## src/rtl/cmpf_pkg.sv

```systemverilog
package cmpf_pkg;
    // Frame geometry
    localparam int unsigned SRC_BYTES = 60;            // Network source bytes per frame
    localparam int unsigned FRAME_BYTES = 64;          // Source bytes plus status quadlet
    localparam int unsigned SUBFRAMES = 8;             // Subframe intervals per frame
    localparam int unsigned BYTES_PER_SF = 8;          // FIFO bytes per interval per direction
    localparam logic [5:0] STAT_SBC_REF = 6'h3c;       // Routing refs of the status bytes
    localparam logic [5:0] STAT_START_REF = 6'h3d;
    localparam logic [5:0] STAT_RSVD_REF = 6'h3e;
    localparam logic [5:0] STAT_ERROR_REF = 6'h3f;
    // Packet layout
    localparam logic [3:0] PKT_LEN_POS = 4'h3;         // Length byte index
    localparam logic [3:0] PKT_HDR_BYTES = 4'h4;       // Arb, dest hi, dest lo, length
    localparam logic [7:0] LEN_MIN = 8'h01;
    localparam logic [7:0] LEN_MAX_COMBINED = 8'hfe;
    localparam logic [7:0] LEN_MAX_OTHER = 8'h0d;
    localparam logic [1:0] CRC_BYTES = 2'h2;           // Trailing CRC bytes
    localparam logic [15:0] CRC_INIT = 16'hffff;       // CRC seed
    localparam logic [15:0] CRC_POLY = 16'h1021;       // CRC polynomial
    // Register map (AHB-Lite byte addresses)
    localparam logic [8:0] ADDR_CTRL = 9'h000;         // [0] activate, [1] sync mode
    localparam logic [8:0] ADDR_SBC = 9'h004;          // [3:0] sync bandwidth quadlets
    localparam logic [8:0] ADDR_STATUS = 9'h008;       // Block state
    localparam logic [8:0] ADDR_RT_BASE = 9'h080;      // Routing table upper half, 64 words
    localparam logic [8:0] ADDR_RT_END = 9'h180;       // First byte past the table
    localparam logic [3:0] SBC_RESET = 4'hf;           // All synchronous after reset
    // Status byte values
    localparam logic [7:0] FLAG_SET = 8'h01;
    localparam logic [7:0] FLAG_CLR = 8'h00;
    typedef enum logic [1:0] {TX_IDLE, TX_BODY, TX_CRC_HI, TX_CRC_LO} cmpf_tx_t;
endpackage

```

## src/rtl/cmpf_route_mem.sv

```systemverilog
`timescale 1ns/1ps
`default_nettype none
// Upper routing table: 64 entries of 6-bit references, registered read
module cmpf_route_mem
    import cmpf_pkg::*;
(
    input wire logic i_clk,
    input wire logic i_srst,
    input wire logic i_we,
    input wire logic [5:0] i_waddr,
    input wire logic [5:0] i_wdata,
    input wire logic [5:0] i_raddr,
    output logic [5:0] o_rdata,
    input wire logic [5:0] i_saddr,
    output logic [5:0] o_sdata
);
    logic [5:0] mem [64];  // Reset to identity mapping

    // Writes, with identity fill on reset so status lands at frame end
    always_ff @(posedge i_clk) begin
        for (int i = 0; i < 64; i++) begin
            if (i_srst) begin
                mem[i] <= 6'(i);
            end else if (i_we && i_waddr == 6'(i)) begin
                mem[i] <= i_wdata;
            end
        end
    end

    // Registered read ports, one for software, one for the frame stream
    always_ff @(posedge i_clk) begin
        o_rdata <= mem[i_raddr];
        o_sdata <= mem[i_saddr];
    end
endmodule
`default_nettype wire

```

## src/rtl/cmpf_crc16.sv

```systemverilog
`timescale 1ns/1ps
`default_nettype none
// Byte-wide CRC step, one byte per enabled cycle
module cmpf_crc16
    import cmpf_pkg::*;
(
    input wire logic i_clk,
    input wire logic i_srst,
    input wire logic i_clear,
    input wire logic i_en,
    input wire logic [7:0] i_byte,
    output logic [15:0] o_crc
);
    logic [15:0] next_crc;  // Combinational step result

    // Eight serial shifts unrolled by the loop
    always_comb begin
        next_crc = o_crc;
        for (int b = 7; b >= 0; b--) begin
            if (next_crc[15] ^ i_byte[b]) begin
                next_crc = {next_crc[14:0], 1'b0} ^ CRC_POLY;
            end else begin
                next_crc = {next_crc[14:0], 1'b0};
            end
        end
    end

    // Clear wins over step so a new packet never inherits a stale sum
    always_ff @(posedge i_clk) begin
        if (i_srst || i_clear) begin
            o_crc <= CRC_INIT;
        end else if (i_en) begin
            o_crc <= next_crc;
        end
    end
endmodule
`default_nettype wire

```

## src/rtl/cmpf_framer.sv

```systemverilog
// Added by the designer: register access over AHB-Lite and the register addresses.
`timescale 1ns/1ps
`default_nettype none
module cmpf_framer
    import cmpf_pkg::*;
(
    input wire logic i_clk,
    input wire logic i_srst,
    // AHB-Lite slave
    input wire logic i_hsel,
    input wire logic [8:0] i_haddr,
    input wire logic [1:0] i_htrans,
    input wire logic i_hwrite,
    input wire logic [2:0] i_hsize,
    input wire logic [31:0] i_hwdata,
    input wire logic i_hready,
    output logic [31:0] o_hrdata,
    output logic o_hreadyout,
    output logic o_hresp,
    // Network receive side, one source byte per strobe, byte 0 after frame start
    input wire logic i_net_frame_start,
    input wire logic i_net_rx_valid,
    input wire logic [7:0] i_net_rx_byte,
    // Network transmit side, packet bytes taken from the controller
    input wire logic i_tx_valid,
    input wire logic [7:0] i_tx_byte,
    input wire logic i_tx_last,
    output logic o_tx_out_valid,
    output logic [7:0] o_tx_out_byte,
    // Parallel port toward the controller
    output logic o_fifo_valid,
    output logic [7:0] o_fifo_byte,
    output logic o_frame_sync_pin,
    output logic [2:0] o_fifo_subframe_interval
);
    logic combined_mode_activate;    // Activate bit
    logic sync_mode;                 // Source port in parallel-synchronous mode
    logic [3:0] sync_bandwidth_register;
    logic combined;                  // Mode truly active
    logic [5:0] rx_pos;              // Received source byte index
    logic [7:0] rx_buf [60];         // Frame receive bytes
    logic rx_in_pkt;                 // Inside a packet
    logic [9:0] rx_remain;           // Packet bytes still expected
    logic rx_hdr;                    // Next async byte is a header byte
    logic [2:0] rx_hdr_pos;          // Header byte index
    logic start_flag;                // Status byte 1 source
    logic error_flag;                // Status byte 3 source
    logic [5:0] out_pos;             // Streamed FIFO slot
    logic out_busy;                  // Streaming phase
    logic out_busy_d;                // Aligned with memory read
    logic [5:0] out_ref;             // Reference from table
    logic [5:0] out_pos_d;
    logic [15:0] rx_crc;
    logic [15:0] tx_crc;
    logic rx_crc_en;
    logic rx_crc_clear;
    logic [7:0] rx_len;
    logic rx_async;                  // Byte is in packet region
    logic [15:0] rx_crc_tail;        // Received CRC bytes
    cmpf_tx_t tx_state;
    logic [7:0] tx_len;
    logic [7:0] len_max;
    logic ap_pending;                // Bus transfer waiting for data phase
    logic [8:0] ap_addr;
    logic [6:0] sw_word, ap_word;    // Word index relative to table base
    logic ap_write;
    logic rt_we;
    logic [5:0] rt_rdata;
    logic [5:0] sw_raddr;

    assign combined = combined_mode_activate && sync_mode;
    assign len_max = combined ? LEN_MAX_COMBINED : LEN_MAX_OTHER;
    assign rx_async = rx_pos >= {sync_bandwidth_register, 2'b00};  // Bytes past sync share

    // Address phase capture; bus always ready, always OKAY
    always_ff @(posedge i_clk) begin
        if (i_srst) begin
            ap_pending <= 1'b0;
            ap_addr <= 9'h000;
            ap_write <= 1'b0;
        end else if (i_hready) begin
            ap_pending <= i_hsel && i_htrans[1];
            ap_addr <= i_haddr;
            ap_write <= i_hwrite;
        end
    end
    assign o_hreadyout = 1'b1;
    assign o_hresp = 1'b0;
    // Table needs all 64 words, so the bus is one bit wider than 8
    assign sw_word = i_haddr[8:2] - ADDR_RT_BASE[8:2];
    assign ap_word = ap_addr[8:2] - ADDR_RT_BASE[8:2];
    assign sw_raddr = sw_word[5:0];
    assign rt_we = ap_pending && ap_write && ap_addr >= ADDR_RT_BASE && ap_addr < ADDR_RT_END;

    // Control register writes
    always_ff @(posedge i_clk) begin
        if (i_srst) begin
            combined_mode_activate <= 1'b0;
            sync_mode <= 1'b0;
            sync_bandwidth_register <= SBC_RESET;
        end else if (ap_pending && ap_write) begin
            if (ap_addr == ADDR_CTRL) begin
                combined_mode_activate <= i_hwdata[0];
                sync_mode <= i_hwdata[1];
            end else if (ap_addr == ADDR_SBC) begin
                sync_bandwidth_register <= i_hwdata[3:0];
            end
        end
    end

    // Read data; table read is registered so muxed by captured address
    always_comb begin
        if (!ap_pending || ap_write) begin
            o_hrdata = 32'h0000_0000;
        end else if (ap_addr == ADDR_CTRL) begin
            o_hrdata = {30'h0, sync_mode, combined_mode_activate};
        end else if (ap_addr == ADDR_SBC) begin
            o_hrdata = {28'h0, sync_bandwidth_register};
        end else if (ap_addr == ADDR_STATUS) begin
            o_hrdata = {26'h0, tx_state, error_flag, start_flag, rx_in_pkt, combined};
        end else if (ap_addr >= ADDR_RT_BASE && ap_addr < ADDR_RT_END) begin
            o_hrdata = {26'h0, rt_rdata};
        end else begin
            o_hrdata = 32'h0000_0000;
        end
    end

    cmpf_route_mem u_rt (
        .i_clk(i_clk),
        .i_srst(i_srst),
        .i_we(rt_we),
        .i_waddr(ap_word[5:0]),
        .i_wdata(i_hwdata[5:0]),
        .i_raddr(sw_raddr),
        .o_rdata(rt_rdata),
        .i_saddr(out_pos),
        .o_sdata(out_ref)
    );

    // Receive byte capture and packet parse
    always_ff @(posedge i_clk) begin
        if (i_srst || i_net_frame_start) begin
            rx_pos <= 6'h00;
        end else if (i_net_rx_valid && rx_pos < 6'(SRC_BYTES)) begin
            rx_buf[rx_pos] <= i_net_rx_byte;
            rx_pos <= rx_pos + 6'h01;
        end
    end

    assign rx_crc_clear = i_srst || (i_net_rx_valid && rx_async && !rx_in_pkt);
    // Header bytes never enter the sum, even with a stale remain count
    assign rx_crc_en = i_net_rx_valid && rx_async && rx_in_pkt && !rx_hdr && rx_remain > 10'(CRC_BYTES);

    cmpf_crc16 u_rx_crc (
        .i_clk(i_clk),
        .i_srst(i_srst),
        .i_clear(rx_crc_clear),
        .i_en(rx_crc_en),
        .i_byte(i_net_rx_byte),
        .o_crc(rx_crc)
    );

    // Packet tracking: any nonzero async byte outside a packet opens a packet
    always_ff @(posedge i_clk) begin
        if (i_srst) begin
            rx_in_pkt <= 1'b0;
            rx_remain <= 10'h000;
            rx_hdr_pos <= 3'h0;
            rx_len <= 8'h00;
            rx_crc_tail <= 16'h0000;
            start_flag <= 1'b0;
            error_flag <= 1'b0;
            rx_hdr <= 1'b0;
        end else if (i_net_frame_start) begin
            start_flag <= 1'b0;
            error_flag <= 1'b0;
            // Frame start with a packet still open outside combined mode: premature end
            if (rx_in_pkt && !combined) begin
                rx_in_pkt <= 1'b0;
            end
        end else if (i_net_rx_valid && rx_async && rx_pos < 6'(SRC_BYTES)) begin
            if (!rx_in_pkt) begin
                if (i_net_rx_byte != 8'h00) begin  // Arbitration byte
                    rx_in_pkt <= 1'b1;
                    start_flag <= 1'b1;
                    rx_hdr <= 1'b1;
                    rx_hdr_pos <= 3'h1;
                end
            end else if (rx_hdr) begin
                rx_hdr_pos <= rx_hdr_pos + 3'h1;
                if (rx_hdr_pos == PKT_LEN_POS[2:0]) begin
                    rx_hdr <= 1'b0;
                    rx_len <= i_net_rx_byte;
                    if (i_net_rx_byte < LEN_MIN || i_net_rx_byte > len_max) begin
                        error_flag <= 1'b1;
                        rx_in_pkt <= 1'b0;
                    end else begin
                        // Length quadlets cover source plus data, then CRC
                        rx_remain <= {i_net_rx_byte, 2'b00} + 10'(CRC_BYTES);
                    end
                end
            end else begin
                rx_remain <= rx_remain - 10'h001;
                if (rx_remain <= 10'(CRC_BYTES)) begin
                    rx_crc_tail <= {rx_crc_tail[7:0], i_net_rx_byte};
                end
                if (rx_remain == 10'h001) begin
                    rx_in_pkt <= 1'b0;
                    if ({rx_crc_tail[7:0], i_net_rx_byte} != rx_crc) begin
                        error_flag <= 1'b1;
                    end
                end
            end
        end
    end

    // Stream frame to the FIFO after the last source byte
    always_ff @(posedge i_clk) begin
        if (i_srst) begin
            out_busy <= 1'b0;
            out_pos <= 6'h00;
            out_busy_d <= 1'b0;
            out_pos_d <= 6'h00;
        end else begin
            out_busy_d <= out_busy;
            out_pos_d <= out_pos;
            if (combined && i_net_rx_valid && rx_pos == 6'(SRC_BYTES - 1)) begin
                out_busy <= 1'b1;
                out_pos <= 6'h00;
            end else if (out_busy) begin
                out_pos <= out_pos + 6'h01;
                if (out_pos == 6'(FRAME_BYTES - 1)) begin
                    out_busy <= 1'b0;
                end
            end
        end
    end

    // Byte selection through routing reference; status refs are 3c..3f
    always_ff @(posedge i_clk) begin
        if (i_srst) begin
            o_fifo_valid <= 1'b0;
            o_fifo_byte <= 8'h00;
        end else begin
            o_fifo_valid <= out_busy_d;
            if (out_ref == STAT_SBC_REF) begin
                o_fifo_byte <= {4'h0, sync_bandwidth_register};
            end else if (out_ref == STAT_START_REF) begin
                o_fifo_byte <= start_flag ? FLAG_SET : FLAG_CLR;
            end else if (out_ref == STAT_RSVD_REF) begin
                o_fifo_byte <= 8'h00;
            end else if (out_ref == STAT_ERROR_REF) begin
                o_fifo_byte <= error_flag ? FLAG_SET : FLAG_CLR;
            end else begin
                o_fifo_byte <= rx_buf[out_ref];
            end
        end
    end

    // Frame sync low during first half, interval index from stream slot
    always_ff @(posedge i_clk) begin
        if (i_srst) begin
            o_frame_sync_pin <= 1'b1;
            o_fifo_subframe_interval <= 3'h0;
        end else begin
            o_frame_sync_pin <= !(out_busy_d && out_pos_d < 6'(FRAME_BYTES / 2));
            o_fifo_subframe_interval <= out_pos_d[5:3];
        end
    end

    cmpf_crc16 u_tx_crc (
        .i_clk(i_clk),
        .i_srst(i_srst),
        .i_clear(tx_state == TX_IDLE),
        .i_en(i_tx_valid && tx_state == TX_BODY && tx_len >= 8'(PKT_HDR_BYTES)),  // Source through data
        .i_byte(i_tx_byte),
        .o_crc(tx_crc)
    );

    // Transmit: pass packet bytes, then append CRC
    always_ff @(posedge i_clk) begin
        if (i_srst) begin
            tx_state <= TX_IDLE;
            o_tx_out_valid <= 1'b0;
            o_tx_out_byte <= 8'h00;
            tx_len <= 8'h00;
        end else begin
            o_tx_out_valid <= 1'b0;
            case (tx_state)
                TX_IDLE, TX_BODY: begin
                    if (i_tx_valid) begin
                        o_tx_out_valid <= 1'b1;
                        o_tx_out_byte <= i_tx_byte;
                        tx_state <= i_tx_last ? TX_CRC_HI : TX_BODY;
                        tx_len <= (tx_len < 8'(PKT_HDR_BYTES)) ? tx_len + 8'h01 : tx_len;  // Saturates past header
                    end
                end
                TX_CRC_HI: begin
                    o_tx_out_valid <= 1'b1;
                    o_tx_out_byte <= tx_crc[15:8];
                    tx_state <= TX_CRC_LO;
                end
                TX_CRC_LO: begin
                    o_tx_out_valid <= 1'b1;
                    o_tx_out_byte <= tx_crc[7:0];
                    tx_state <= TX_IDLE;
                    tx_len <= 8'h00;
                end
                default: tx_state <= TX_IDLE;
            endcase
        end
    end

    a_fifo_count: assert property (@(posedge i_clk) disable iff (i_srst)
        (out_busy && out_pos != 6'(FRAME_BYTES - 1)) |=> out_busy)
        else $error("stream ended early");
    a_crc_append: assert property (@(posedge i_clk) disable iff (i_srst)
        (tx_state == TX_CRC_HI) |=> (tx_state == TX_CRC_LO) ##1 (tx_state == TX_IDLE && o_tx_out_valid))
        else $error("crc not appended");
    a_mode_gate: assert property (@(posedge i_clk) disable iff (i_srst)
        combined |-> (combined_mode_activate && sync_mode))
        else $error("combined without sync mode");
    a_start_clear: assert property (@(posedge i_clk) disable iff (i_srst)
        i_net_frame_start |=> !start_flag)
        else $error("start flag not cleared");
    a_status_bw: assert property (@(posedge i_clk) disable iff (i_srst)
        (out_busy_d && out_ref == STAT_SBC_REF) |=> (o_fifo_byte == {4'h0, $past(sync_bandwidth_register)}))
        else $error("bandwidth status wrong");
    a_len_check: assert property (@(posedge i_clk) disable iff (i_srst)
        (rx_in_pkt && !rx_hdr && !$past(rx_hdr) && $past(rx_in_pkt)) |-> (rx_len >= LEN_MIN))
        else $error("bad length accepted");
    a_fifo_valid: assert property (@(posedge i_clk) disable iff (i_srst)
        $rose(o_fifo_valid) |-> (o_fifo_subframe_interval == 3'h0))
        else $error("interval misaligned");
    a_error_src: assert property (@(posedge i_clk) disable iff (i_srst)
        $rose(error_flag) |-> ($past(i_net_rx_valid) && $past(rx_in_pkt)))
        else $error("error without packet byte");
endmodule
`default_nettype wire

```

## config.mk

```make
export PLATFORM = sky130hd
export DESIGN_NAME = cmpf_framer
export DESIGN_NICKNAME = d
export VERILOG_FILES = /design/src/rtl/cmpf_pkg.sv /design/src/rtl/cmpf_route_mem.sv /design/src/rtl/cmpf_crc16.sv /design/src/rtl/cmpf_framer.sv
export SDC_FILE = /design/constraint.sdc
export NUM_CORES = 2
export LEC_CHECK = 0
export ABC_AREA = 1
export BUFFER_PORTS_ARGS = -buffer_cell sky130_fd_sc_hd__buf_2
export CELL_PAD_IN_SITES_DETAIL_PLACEMENT = 1
export CELL_PAD_IN_SITES_GLOBAL_PLACEMENT = 1
export CORE_ASPECT_RATIO = 1.5
export CORE_MARGIN = 1.5
export CORE_UTILIZATION = 53
export CTS_CLUSTER_SIZE = 25
export DETAILED_ROUTE_END_ITERATION = 7
export PLACE_DENSITY_LB_ADDON = 0.1
export SYNTH_ARGS = -nofsm -noshare
export SYNTH_HDL_FRONTEND = slang
export SYNTH_SLANG_ARGS = --single-unit
```

## constraint.sdc

```tcl
create_clock -name i_clk -period 5.8 [get_ports i_clk]
set_input_delay 0.87 -clock i_clk [delete_from_list [all_inputs] [get_ports i_clk]]
set_output_delay 0.87 -clock i_clk [all_outputs]
set_load 0.05 [all_outputs]
```

==> reports/metrics.yaml <==
clocking:
  cts_hold_buf: 0
  post-cts-setup-buffer-count: 0
  cts_tree: "built"
  cts_root_buf: "clkbuf_16"
  cts_buffer_depth: 3
  path_clk_slew_ps: 70
  cts.sinks: 999
  ctsResizeCount: 0
  clock_latency_ps: 720
  cts_max_level: 3
  numCtsBuffers: 94
die:
  die_x_um: 245
  core_sq_um: 86700
  io_pins: 127
  rows: 132
  die_h_um: 366
  initial_utilization: 0.537
  die-area_sq_um: 89600
route:
  via_count: 37500
  wire_per_inst_um: 27.1
  drc: 0
  first_iter_violations: 3067
  final_antenna_net_count: 0
  via_per_inst: 6.30
  wirelength_um: 161000
  dr.pass1.iters: 5
power:
  power.density_nw_per_um2: 304
  ir_drop_v: 0.000282
  p_leak_uw: 0.0170
layout:
  final_layout_size_suffix_gt1_frac: 0.0754
  antenna_cells: 0
  nets: 4824
  area_delta_synth_final_pct: 8.67
  fill_cells: 9636
  finish.utilization: 0.583
sta:
  min_period_ps: 4270
  fin_tns_setup_ps: 0
  rsz0062_at_grt: "false"
  finalSetupViolCount: 0
  drv_slew: 0
  worst_pin_slew_ps: 1230
  hold_viol_final: 0
  finalCritPeriodShare: 0.737
  holdWs_ps: 409
  finClkSkew_ps: 28.5
  slew_headroom: 0.172
  fmax_ghz: 0.234
placed_design:
  gp_congestion: 0.962
  io_buffers: 68
  place_hpwl_um: 107000
synth:
  ys.flop_type: "edfxtp_1"
  syn_area_per_cell_sq_um: 9.68
  ys_top_cells_by_area: "edfxtp_1, nand2_1, o21ai_0"
  yosysSeqAreaShare: 0.616
  muxShareOfSynthArea: 0
  yosysWarnings: 0
  synth-xor-area-share: 0.0107
  yosysTopAreaCell: "edfxtp_1"
  synthAdderAreaFrac: 0.00591
  synth_top_cell_area_share: 0.557
  synth_top_family_by_area: "simple AND/OR/NAND/NOR gates"
  synth_cells: 4808
  ys_ff_latch: 999
  synth_compound_area_frac: 0.128
  synthArstFlopShare: 0
  synthesis.area_sq_um: 46500
  yosysUniqueCellTypes: 48
  synth_edf_count: 864
  synthSimpleGateAreaFrac: 0.185
setup_path:
  reg2reg_depth: 5
  critical_path.startpoint_type: "flip-flop"
  cp.required_ps: 4930
  worstSetupPathType: "reg -> out"
  worstPathArrival_ps: 3400
  setup.worst_path.end_class: "primary output"
  cp_max_fo: 9
grt:
  grt_use_total: 0.360
  grt_overflow: 0
  antenna_found_initial: 2
  grt_max_degree: 133
  grt_pass1_wl_um: 241000
  grt_pass1_vias: 39300
outcome:
  status: "completed"
min_path:
  worstHoldPathType: "in -> reg"
  holdPathStages: 3
run:
  maxCapViolations: 0
-- cells in the final DEF, fill, tap and decap left out, drive strengths merged, types with 2 or more instances in the layout --
master    synthesis  final
nand2           956    956
edfxtp          864    864
nor2            755    755
o21ai           608    608
inv             231    233
a21oi           176    176
nand3           157    157
buf             160    142
dfxtp           135    135
clkbuf          181    121
o22ai           117    117
nand4            99     99
nor3             84     84
a22oi            56     56
clkinv            9     50
o211ai           49     49
xnor2            35     35
o221ai           30     30
conb              2     28
xor2             22     22
ha               22     22
a31oi            13     13
bufinv            0      9
nor4              8      8
a211oi            7      7
or2               5      5
nor3b             5      5
a21o              5      5
o31ai             4      4
nand3b            4      4
and2              4      4
clkinvlp          0      4
o21a              2      2
-- worst max-delay path: stages, from the launching register on --
cell     delay (ps)
dfxtp_1         370
inv_1            80
nand2_1         160
nor2_1           90
inv_1           570
nor2_1          270
nor2_1          250
o21ai_0         130
a21oi_1         410
buf_2           360
-- registers in the layout, indices dropped and copies added (netlist names), 4 cells and up --
signal,flops
rx_pos,6
u_rt.mem,384
out_pos,6
o_tx_out_byte,8
rx_buf,480
u_rt.o_rdata,6
u_rx_crc.o_crc,16
sync_bandwidth_register,4
tx_len,8
u_rt.o_sdata,6
rx_crc_tail,8
rx_remain,10
u_tx_crc.o_crc,16
o_fifo_byte,8
ap_addr,9
-- routing by layer --
metal / wire, um / global-route usage / vias up
met5: 23 / 0 / -
met3: 9010 / 0.0496 / 570
met2: 82200 / 0.630 / 1533
met1: 56600 / 0.393 / 18800
li1: - / - / 16600
met4: 13700 / 0.276 / 4
-- area by class of cell --
type	count	area, sq um	share of cell area
inverters	240	913	0.0181
repair buffers	142	982	0.0194
clock inverters	56	572	0.0113
clock buffers	121	2570	0.0508
multi-input cells	3254	15500	0.306
well taps	1139	1430	0.0282
flip-flops and latches	999	28700	0.567
-- worst paths after layout --
kind / from / endpoint / slack, ps
worst max-delay path: ap_addr[5] / o_hrdata[2] / 1530
worst min-delay path: i_haddr[0] / ap_addr[0] / 410
worst max register to register: ap_addr[8] / u_rt.mem[0][3] / 2370
worst min register to register: out_pos_d[4] / o_fifo_subframe_interval[1] / 420
-- synthesized netlist by cell type (all sizes together), types with 7 or more instances --
cell / instances
xnor2: 35
ha: 22
buf: 160
a31oi: 13
xor2: 22
nand3: 157
o211ai: 49
clkbuf: 181
a22oi: 56
nor3: 84
edfxtp: 864
o21ai: 608
nor2: 755
nor4: 8
dfxtp: 135
a211oi: 7
o22ai: 117
o221ai: 30
nand2: 956
nand4: 99
inv: 231
clkinv: 9
a21oi: 176
-- where the power goes --
group	total (uW)	switching, uW	internal [uW]
combinational	1050	837	213
sequential	7910	50.0	7860
clock	6410	2850	3560
-- cell families (layout without fill, tap and decap cells) --
| family | Yosys count | after routing |
|---|---|---|
| and+or+nand+nor | 2077 | 2077 |
| buffers and inverters | 581 | 559 |
| xor gates and xnor gates | 57 | 57 |
| other | 2 | 28 |
| AOI/OAI and AO/OA | 1070 | 1070 |
| adders and majority gates | 22 | 22 |
| DFF | 999 | 999 |
-- per-stage QoR --
step | cells | worst slack (ps) | total power, uW | cell area (sq um)
after floorplan | 4834 | 2580 | 8670 | 46600
after global placement | 5773 | 1770 | 9060 | 47400
after detailed placement | 5773 | 1710 | 9090 | 47400
after CTS | 5950 | 1670 | 15400 | 50600
after global routing | 5951 | 1530 | 15700 | 50600
final | 5951 | 1530 | 15400 | 50600
Power figures use the tool's default switching activity.
